<file path="src/usf_pkg.sv">
// Constants for the serial channel status and interrupt mask block.
// Assumes a 32-bit register port and the peripheral clock domain.
package usf_pkg;

    // Register byte addresses
    localparam logic [31:0] ADDR_IRQ_SET = 32'hfffb_0008;
    localparam logic [31:0] ADDR_IRQ_CLR = 32'hfffb_000c;
    localparam logic [31:0] ADDR_MASK = 32'hfffb_0010;
    localparam logic [31:0] ADDR_STATUS = 32'hfffb_0014;

    // Bit positions in mask and status; image bits 20-23 are in status only
    localparam int BIT_RX_READY = 0;
    localparam int BIT_TX_FREE = 1;
    localparam int BIT_BREAK = 2;
    localparam int BIT_RX_DMA_END = 3;
    localparam int BIT_TX_DMA_END = 4;
    localparam int BIT_OVERRUN = 5;
    localparam int BIT_FRAME = 6;
    localparam int BIT_PARITY = 7;
    localparam int BIT_TIMEOUT = 8;
    localparam int BIT_TX_DRAINED = 9;
    localparam int BIT_REPEAT = 10;
    localparam int BIT_TX_BUF_EMPTY = 11;
    localparam int BIT_RX_BUF_FULL = 12;
    localparam int BIT_NEG_ACK = 13;
    localparam int BIT_CHG_LSB = 16;
    localparam int BIT_IMG_LSB = 20;

    // Modem lanes in order: ring, set ready, carrier, clear to send
    localparam int MODEM_LANES = 4;
    localparam int SYNC_STAGES = 2;

    // Field layouts and reset values
    localparam logic [31:0] MASK_VALID = 32'h000f_3fff;
    localparam logic [31:0] STICKY_BITS = 32'h000f_25e5;
    localparam logic [31:0] MASK_RST = 32'h0000_0000;
    localparam logic [31:0] STICKY_RST = 32'h0000_0000;
    localparam logic [31:0] DATA_ZERO = 32'h0000_0000;
    localparam logic [2:0] PRIME_RST = 3'h0;
    localparam logic [3:0] MODEM_RST = 4'h0;

endpackage

</file>
<file path="src/usf_status_irq.sv">
// Status flags, interrupt mask and interrupt line of one serial channel.
// Assumes command strobes and event pulses come from logic on i_clk_sys;
// only the modem pins arrive asynchronously and are synchronised here.
//
// How it works
// (RULE_01) Write-only enable register sets mask bits 0-13 and 16-19.
// (RULE_02) Write-only disable register, same layout, targets the same sources.
// (RULE_03) Read-only mask register shows which sources are enabled.
// (RULE_04) Ones set or clear mask bits; interrupt while status and mask share a one.
// (RULE_05) Receive ready after a complete character until holding read; zero while disabled.
// (RULE_06) A pending character shows receive ready again once the receiver is re-enabled.
// (RULE_07) Transmit ready low for full holding register, pending break start, or disabled.
// (RULE_08) Transmit ready rises as soon as the transmitter is enabled.
// (RULE_09) Break flag set on break or break end, held until status clear.
// (RULE_10) Receive and transmit DMA end flags mirror the DMA channel signals.
// (RULE_11) Buffer full and buffer empty flags mirror the DMA channel signals.
// (RULE_12) Overrun flag sticky until status clear.
// (RULE_13) Framing flag set on a low stop bit, sticky until status clear.
// (RULE_14) Parity flag sticky until status clear.
// (RULE_15) Timeout flag set by time-out after arming; zero when time-out value is zero.
// (RULE_16) Drained flag only when holding and shift registers empty; zero while disabled.
// (RULE_17) Repeat-limit flag sticky until status clear.
// (RULE_18) Negative acknowledge flag sticky until its own clear command.
// (RULE_19) Modem change flags set on any pin change, cleared by a status read.
// (RULE_20) Status bits 20-23 carry the modem pin images; status is read-only.
// (RULE_21) Each image bit is the current pin level.
// (RULE_22) Status clear resets parity, framing, overrun and break together.
// (RULE_23) Timeout arm clears the timeout flag; receiver waits for a character.
// (RULE_24) Software clears sticky errors before trusting them for a new reception.
`timescale 1ns/1ps

module usf_status_irq (
    input wire logic i_clk_sys, // Peripheral clock, 200 MHz
    input wire logic i_nrst, // Asynchronous reset, active low
    input wire logic [31:0] i_addr, // Register byte address
    input wire logic [31:0] i_wr_data, // Register write data
    input wire logic i_wr_en, // Write strobe, one cycle
    input wire logic i_rd_en, // Read strobe, one cycle
    output logic [31:0] o_rd_data, // Read data, cycle after strobe only
    output logic o_irq, // Interrupt request, active high
    input wire logic i_rx_enabled, // Receiver enabled level
    input wire logic i_tx_enabled, // Transmitter enabled level
    input wire logic i_rx_char_done, // Complete character received pulse
    input wire logic i_rx_holding_read, // Receive holding register read pulse
    input wire logic i_tx_holding_full, // Transmit holding register occupied
    input wire logic i_tx_shift_busy, // Transmit shift register occupied
    input wire logic i_break_start_cmd, // Break start command pulse
    input wire logic i_break_started, // Transmitter began the break pulse
    input wire logic i_rx_break_seen, // Break or end of break pulse
    input wire logic i_rx_overrun_err, // Overrun pulse
    input wire logic i_rx_frame_err, // Stop bit sampled low pulse
    input wire logic i_parity_err, // Parity error pulse
    input wire logic i_rx_timeout, // Receiver time-out pulse
    input wire logic i_timeout_zero, // Time-out value register is zero
    input wire logic i_repeat_limit_hit, // Repetition limit reached pulse
    input wire logic i_neg_ack_seen, // Negative acknowledge pulse
    input wire logic i_status_clear_cmd, // Status clear command pulse
    input wire logic i_timeout_arm_cmd, // Timeout arm command pulse
    input wire logic i_neg_ack_clear_cmd, // Negative acknowledge clear pulse
    input wire logic i_rx_dma_end, // Receive DMA end of transfer
    input wire logic i_tx_dma_end, // Transmit DMA end of transfer
    input wire logic i_rx_dma_buffer_full, // Receive DMA buffer full
    input wire logic i_tx_dma_buffer_empty, // Transmit DMA buffer empty
    input wire logic [3:0] i_modem_pins // Ring, set ready, carrier, clear to send
);

    logic [31:0] mask_q;
    logic [31:0] mask_d;
    logic [31:0] sticky_q;
    logic [31:0] sticky_d;
    logic [31:0] sticky_set;
    logic [31:0] sticky_clr;
    logic [31:0] status_now;
    logic [31:0] rd_data_d;
    logic break_pend_q;
    logic [2:0] prime_q;
    logic [3:0] modem_s1_q;
    logic [3:0] modem_s2_q;
    logic [3:0] modem_prev_q;

    // Address decode
    wire hit_set = i_wr_en && (i_addr == usf_pkg::ADDR_IRQ_SET);
    wire hit_clr = i_wr_en && (i_addr == usf_pkg::ADDR_IRQ_CLR);
    wire rd_mask = i_rd_en && (i_addr == usf_pkg::ADDR_MASK);
    wire rd_status = i_rd_en && (i_addr == usf_pkg::ADDR_STATUS);
    wire modem_primed = prime_q[2];
    wire [3:0] modem_change = (modem_s2_q ^ modem_prev_q) & {4{modem_primed}};

    // Level flags formed from the engines' state plus sticky and break-pending bits, not registered
    wire tx_free = i_tx_enabled && !i_tx_holding_full && !break_pend_q; // RULE_07 RULE_08
    wire tx_drained = i_tx_enabled && !i_tx_holding_full && !i_tx_shift_busy; // RULE_16
    wire rx_ready = sticky_q[usf_pkg::BIT_RX_READY] && i_rx_enabled; // RULE_05 RULE_06
    wire timeout_seen = sticky_q[usf_pkg::BIT_TIMEOUT] && !i_timeout_zero; // RULE_15

    // Mask update: ones set or clear, zeros leave bits alone
    assign mask_d = hit_set ? (mask_q | (i_wr_data & usf_pkg::MASK_VALID)) : // RULE_01 RULE_04
                    hit_clr ? (mask_q & ~i_wr_data) : // RULE_02 RULE_04
                    mask_q;

    // Event sources into the sticky bits
    always_comb begin
        sticky_set = usf_pkg::STICKY_RST;
        sticky_set[usf_pkg::BIT_RX_READY] = i_rx_char_done; // RULE_05
        sticky_set[usf_pkg::BIT_BREAK] = i_rx_break_seen; // RULE_09
        sticky_set[usf_pkg::BIT_OVERRUN] = i_rx_overrun_err; // RULE_12
        sticky_set[usf_pkg::BIT_FRAME] = i_rx_frame_err; // RULE_13
        sticky_set[usf_pkg::BIT_PARITY] = i_parity_err; // RULE_14
        sticky_set[usf_pkg::BIT_TIMEOUT] = i_rx_timeout; // RULE_15
        sticky_set[usf_pkg::BIT_REPEAT] = i_repeat_limit_hit; // RULE_17
        sticky_set[usf_pkg::BIT_NEG_ACK] = i_neg_ack_seen; // RULE_18
        sticky_set[usf_pkg::BIT_CHG_LSB +: usf_pkg::MODEM_LANES] = modem_change; // RULE_19
    end

    // Clear sources; the receive-ready bit is not cleared by disabling,
    // so a character caught before disable shows again after enable
    always_comb begin
        sticky_clr = usf_pkg::STICKY_RST;
        sticky_clr[usf_pkg::BIT_RX_READY] = i_rx_holding_read; // RULE_05 RULE_06
        sticky_clr[usf_pkg::BIT_BREAK] = i_status_clear_cmd; // RULE_09 RULE_22
        sticky_clr[usf_pkg::BIT_OVERRUN] = i_status_clear_cmd; // RULE_12 RULE_22
        sticky_clr[usf_pkg::BIT_FRAME] = i_status_clear_cmd; // RULE_13 RULE_22
        sticky_clr[usf_pkg::BIT_PARITY] = i_status_clear_cmd; // RULE_14 RULE_22
        sticky_clr[usf_pkg::BIT_TIMEOUT] = i_timeout_arm_cmd; // RULE_23
        sticky_clr[usf_pkg::BIT_REPEAT] = i_status_clear_cmd; // RULE_17
        sticky_clr[usf_pkg::BIT_NEG_ACK] = i_neg_ack_clear_cmd; // RULE_18
        sticky_clr[usf_pkg::BIT_CHG_LSB +: usf_pkg::MODEM_LANES] = {4{rd_status}}; // RULE_19
    end

    // One sticky cell per bit; a set in the clearing cycle wins so no event is lost
    for (genvar b = 0; b < 32; b++) begin : g_sticky
        assign sticky_d[b] = usf_pkg::STICKY_BITS[b] && (sticky_set[b] || (sticky_q[b] && !sticky_clr[b]));
    end

    // Assemble the status word as software sees it
    always_comb begin
        status_now = usf_pkg::DATA_ZERO;
        status_now[usf_pkg::BIT_RX_READY] = rx_ready; // RULE_05
        status_now[usf_pkg::BIT_TX_FREE] = tx_free; // RULE_07
        status_now[usf_pkg::BIT_BREAK] = sticky_q[usf_pkg::BIT_BREAK]; // RULE_09
        status_now[usf_pkg::BIT_RX_DMA_END] = i_rx_dma_end; // RULE_10
        status_now[usf_pkg::BIT_TX_DMA_END] = i_tx_dma_end; // RULE_10
        status_now[usf_pkg::BIT_OVERRUN] = sticky_q[usf_pkg::BIT_OVERRUN]; // RULE_12
        status_now[usf_pkg::BIT_FRAME] = sticky_q[usf_pkg::BIT_FRAME]; // RULE_13
        status_now[usf_pkg::BIT_PARITY] = sticky_q[usf_pkg::BIT_PARITY]; // RULE_14
        status_now[usf_pkg::BIT_TIMEOUT] = timeout_seen; // RULE_15
        status_now[usf_pkg::BIT_TX_DRAINED] = tx_drained; // RULE_16
        status_now[usf_pkg::BIT_REPEAT] = sticky_q[usf_pkg::BIT_REPEAT]; // RULE_17
        status_now[usf_pkg::BIT_TX_BUF_EMPTY] = i_tx_dma_buffer_empty; // RULE_11
        status_now[usf_pkg::BIT_RX_BUF_FULL] = i_rx_dma_buffer_full; // RULE_11
        status_now[usf_pkg::BIT_NEG_ACK] = sticky_q[usf_pkg::BIT_NEG_ACK]; // RULE_18
        status_now[usf_pkg::BIT_CHG_LSB +: usf_pkg::MODEM_LANES] =
            sticky_q[usf_pkg::BIT_CHG_LSB +: usf_pkg::MODEM_LANES]; // RULE_19
        status_now[usf_pkg::BIT_IMG_LSB +: usf_pkg::MODEM_LANES] = modem_s2_q; // RULE_20 RULE_21
    end

    // Read mux; write-only and unmapped addresses read as zero
    assign rd_data_d = rd_mask ? mask_q : // RULE_03
                       rd_status ? status_now : // RULE_20
                       usf_pkg::DATA_ZERO;

    // Register state; writes to the status address are ignored
    always_ff @(posedge i_clk_sys or negedge i_nrst) begin
        if (!i_nrst) begin
            mask_q <= usf_pkg::MASK_RST;
            sticky_q <= usf_pkg::STICKY_RST;
        end else begin
            mask_q <= mask_d;
            sticky_q <= sticky_d;
        end
    end

    // Break start stays pending until the transmitter takes it or is disabled
    always_ff @(posedge i_clk_sys or negedge i_nrst) begin
        if (!i_nrst) begin
            break_pend_q <= 1'b0;
        end else if (i_break_start_cmd) begin
            break_pend_q <= 1'b1; // RULE_07
        end else if (i_break_started || !i_tx_enabled) begin
            break_pend_q <= 1'b0;
        end
    end

    // Modem pins: two-stage synchroniser, then a previous-value copy.
    // The prime counter hides the bogus change right after reset.
    always_ff @(posedge i_clk_sys or negedge i_nrst) begin
        if (!i_nrst) begin
            modem_s1_q <= usf_pkg::MODEM_RST;
            modem_s2_q <= usf_pkg::MODEM_RST;
            modem_prev_q <= usf_pkg::MODEM_RST;
            prime_q <= usf_pkg::PRIME_RST;
        end else begin
            modem_s1_q <= i_modem_pins;
            modem_s2_q <= modem_s1_q; // RULE_21
            modem_prev_q <= modem_s2_q;
            prime_q <= {prime_q[1:0], 1'b1};
        end
    end

    // Outputs straight from flops; read data lives one cycle only
    always_ff @(posedge i_clk_sys or negedge i_nrst) begin
        if (!i_nrst) begin
            o_rd_data <= usf_pkg::DATA_ZERO;
            o_irq <= 1'b0;
        end else begin
            o_rd_data <= rd_data_d;
            o_irq <= |(status_now & mask_q); // RULE_04
        end
    end
endmodule

</file>
<file path="config.mk">
export PLATFORM = sky130hd
export DESIGN_NAME = usf_status_irq
export DESIGN_NICKNAME = d
export VERILOG_FILES = /design/src/usf_pkg.sv /design/src/usf_status_irq.sv
export SDC_FILE = /design/constraint.sdc
export NUM_CORES = 1
export LEC_CHECK = 0
export ABC_AREA = 0
export BUFFER_PORTS_ARGS = -buffer_cell sky130_fd_sc_hd__buf_2
export CORE_ASPECT_RATIO = 1.2
export CORE_MARGIN = 2
export CORE_UTILIZATION = 50
export DETAILED_ROUTE_END_ITERATION = 16
export PLACE_DENSITY = 0.79
export SYNTH_ARGS = -nofsm -noshare
export SYNTH_HDL_FRONTEND = slang
export SYNTH_SLANG_ARGS = --single-unit
export TNS_END_PERCENT = 5
</file>
<file path="constraint.sdc">
create_clock -name i_clk_sys -period 1.9 [get_ports i_clk_sys]
set_input_delay 0.57 -clock i_clk_sys [delete_from_list [all_inputs] [get_ports i_clk_sys]]
set_output_delay 0.57 -clock i_clk_sys [all_outputs]
set_load 0.01 [all_outputs]
</file>
; ---- Yosys cells after proc, flatten, opt, wreduce, memory -nomap -nowiden
; Index checks and enable logic that the tools add are counted.
[totals]
register_bits = 93
inputBits = 95
output_inout_bits = 33
wordCells = 72
[op_classes]
eq_ne = 4
mux = 6
n_bitwise = 6
n_reduce_logical = 47
[op_table]
columns = op, count
row1 = $eq A32 B32 Y1 const B, 4
row2 = $mux W32, 3
row3 = $and A24 B32 Y32, 1
row4 = $and A32 B32 Y32, 1
row5 = $not A32 Y32, 1
row6 = $or A32 B20 Y32, 1
row7 = $reduce_or A32 Y1, 1
row8 = $mux W24, 1
row9 = $logic_and A1 B1 Y1, 21
row10 = $logic_or A1 B1 Y1, 13
row11 = $logic_not A1 Y1, 10
row12 = $and A4 B4 Y4, 1
row13 = $reduce_bool A2 Y1, 2
row14 = $xor A4 B4 Y4, 1
row15 = $mux W1, 2

; ---- Longest topological paths before layout
[depth]
word_depth = 5
depth_mapped = 6
mapped_depth_nobuf = 4

; ---- Worst setup path after synthesis
; No wires, ideal clock.
[synth_timing]
path_kind = input to register
start = input i_addr[10]
end = register with a tool-made name
setup_ns = 0.125
arrival_ns = 2.086
required_time_ns = 1.775
setup_slack_ns = -0.311
path_stages = 6
n_path_buf = 2
path_cell_list = nand4b_1 > or3_1 > clkbuf_1 > buf_2 > nor4_1 > mux2_2
[synth_lines]
columns = item, line_no
row1 = "start, declared", usf_status_irq.sv:35  ; input wire logic [31:0] i_addr,

; ---- Worst setup path in the final report
[layout_timing]
start = input i_addr[10]
end = register sticky_q[18]
[layout_between]
elab_chain_cells = 5
[layout_lines]
columns = item, line_no
row1 = $eq A32 B32 Y1, usf_status_irq.sv:85  ; wire rd_status = i_rd_en && (i_addr == usf_pkg::ADDR_STATUS);
row2 = $logic_and A1 B1 Y1, usf_status_irq.sv:85
row3 = $logic_not A1 Y1, usf_status_irq.sv:131  ; assign sticky_d[b] = usf_pkg::STICKY_BITS[b] && (sticky_set[b] || (sticky_q[b] && !sticky_clr[b]));
row4 = $logic_and A1 B1 Y1, usf_status_irq.sv:131
row5 = $logic_or A1 B1 Y1, usf_status_irq.sv:131
row6 = named net sticky_d[18], usf_status_irq.sv:70  ; logic [31:0] sticky_d;
row7 = "end signal, assigned", usf_status_irq.sv:165  ; sticky_q <= usf_pkg::STICKY_RST;
row8 = "end signal, assigned", usf_status_irq.sv:168  ; sticky_q <= sticky_d;
row9 = "end, declared", usf_status_irq.sv:69  ; logic [31:0] sticky_q;
; The timed path passes the listed nets, and every way through them passes these cells.
; A chain may end at the register's enable or synchronous reset.

==> results.yml <==
status:
  status: "finished clean"
logic_synthesis:
  avgSynthCellArea_sq_um: 12.69
  synth_top_area_frac: 0.6217
  ys_async_sr_fraction: 1.000
  syn_area_sq_um: 3744
  ys_top_cells_by_count: "dfrtp_1 (93), inv_1 (23), nor2_1 (21)"
  yosysWarningCount: 0
  synth_edf_count: 0
  ys.flop_type: "dfrtp_1"
  ys_types: 37
  syn_nets: 390
  synth_top_area_cell: "dfrtp_1"
  synth_seq_area_share: 0.6217
  ys_seq_elements: 93
  syn_inst: 295
  synth_most_common_cell: "dfrtp_1"
  synth_area_leaders: "dfrtp_1 (62%), mux2_2 (5.4%), mux2i_1 (5.1%), nor4_1 (3.3%), nor3b_2 (2.7%)"
finish:
  nNetsFinal: 528
  multi_input_area_sq_um: 1383
  fin_area_sq_um: 4952
  area_delta_synth_final_pct: 32.29
  seqCellArea_sq_um: 2327
  drive_gt1_frac: 0.4680
  fillCellCount: 512
  num_antenna_cells: 0
setup_path:
  path_max_fanout: 9
  start_kind: "input pin"
  end_kind: "register"
  crit_required_ps: 2140
  reg2regPathDepth: 4
  crit_start: "i_addr[10]"
  cp-endpoint: "sticky_q[18]"
  worstReg2RegEnd: "o_irq"
  rrSetupSlack_ps: 300
  critPathKind: "input pin to register"
  cp.arrival_ps: 2100
power:
  power_density_nw_per_um2: 772.6
  leakagePower_nw: 2.523
  p_total_w: 0.003826
  ir_drop_uv: 450.1
clocking:
  htree_levels: 3
  cts_setup_buffers: 0
  cts_buffer_depth: 2
  cts_sinks: 93
  clk_transition_reported_paths_ps: 80
  cts_tree: "built"
  cts_root_buf: "clkbuf_8"
  cts_made_buffers: 9
  cts.hold.buffers_added: 0
  clock_latency_ps: 350
timing:
  max_freq_mhz: 536.6
  fin_skew_ps: 6.862
  hold_ws_ps: 106.6
  layout_min_cycle_time_ps: 1864
  drv_slew: 0
  finalSetupTns_ps: 0
  finalSetupViolCount: 0
  layout_setup_ws_ps: 36.48
  fin_crit_sh: 0.9808
  hold_viol: 0
route:
  avgViaCountPerCell: 5.225
  drc: 0
  via_count: 2759
  firstDrtPassIters: 5
  drtAntennaViolNets: 0
  drt_wl_total_um: 8162
  wl_per_cell_um: 15.46
  drtIter0Drc: 120
floorplan:
  die_w_um: 82.99
  ios: 128
  start_util: 0.5146
  coreArea_sq_um: 7274
  fp.dieH_um: 98.79
  dieArea_sq_um: 8198
  rows: 34
global_route:
  grt_pass1_vias: 2785
  antenna_found_initial: 0
  grt_pass1_wl_um: 13190
  gr-total-overflow: 0
  grt_max_degree: 36
  grt_usage: 0.2050
placed_design:
  port_buffers: 127
  gp_congestion: 0.7844
  placed_area_sq_um: 4648
  place_ws_ps: -374.1
  hpwl_um: 6126
run:
  drv_cap: 0
worst_hold_path:
  hp-class: "input pin to asynchronous set/reset pin"
layout make-up:
type	count	share of cell area
multi-input cells	163	0.2792
clock buffers	9	0.02501
clock inverters	7	0.02425
flip-flops and latches	93	0.4699
inverters	23	0.01743
repair buffers	143	0.1614
well taps	90	0.02274
cell families after synthesis:
family	count (synthesis)	share of synthesized area
buffers and inverters	39	0.04245
AO/OA/AOI/OAI	40	0.08222
XOR/XNOR	4	0.009357
other	1	0.001002
AND/OR/NAND/NOR	81	0.1384
multiplexers	37	0.1049
flip-flops	93	0.6217
cell usage in the layout (no fill, tap or decap), types with 3 or more instances in the layout:
cell,n
a21boi_0,13
clkbuf_8,9
inv_1,23
mux2i_1,19
bufinv_16,3
a22oi_1,4
a21o_1,8
a21oi_1,4
nor4_1,4
buf_2,126
nand2b_1,4
nor3b_2,10
a221o_1,4
nor2_1,21
nand2_1,3
mux2_2,18
nand4b_1,3
nor4_2,16
nor2b_1,5
dfrtp_1,93
buf_4,13
buf_12,3
xor2_1,4
nand4_1,4
stage by stage:
step	util	cells
finish	0.6808	528
global route	0.6808	528
CTS	0.6725	528
detailed placement	0.6390	512
global placement	0.6390	512
floorplan	-	295
what timing repair did:
item                                    4_1_cts  5_1_grt
endpoints found under the hold margin         0        0
endpoints found under the setup margin        0       46
gates resized for setup                       0       10
where the power goes:
part	leakage, nW	internal [W]	switching, W	total (W)
Combinational	1.19	0.000123	0.000129	0.000251
Sequential	1.22	0.00201	0.0000218	0.00203
Clock	0.120	0.000880	0.000666	0.00155
Total	2.52	0.00301	0.000817	0.00383
metal layers:
metal | up-vias | wire length (um) | track usage
met2 | 102 | 4196 | 0.3418
met5 | - | 0 | 0
met1 | 1335 | 3409 | 0.2621
met4 | 0 | 147 | 0.07692
li1 | 1309 | - | -
met3 | 13 | 408 | 0.04941
worst min-delay path by stage:
stage	start	end	slack, ps	cells past startpoint
global route	i_nrst	modem_s2_q[3]	110	1
floorplan	i_nrst	asynchronous set/reset pin	270	0
global placement	prime_q[1]	prime_q[2]	330	0
detailed placement	prime_q[0]	prime_q[1]	340	0
finish	i_nrst	modem_s2_q[3]	110	1
CTS	i_nrst	modem_s1_q[1]	100	1
critical path, stage by stage:
cell      delay [ps]
buf_2            100
nand4b_1         140
or3_1            320
or4_1            490
buf_6            160
a221o_1          310
Note: power is estimated with default switching activity, not from simulation.
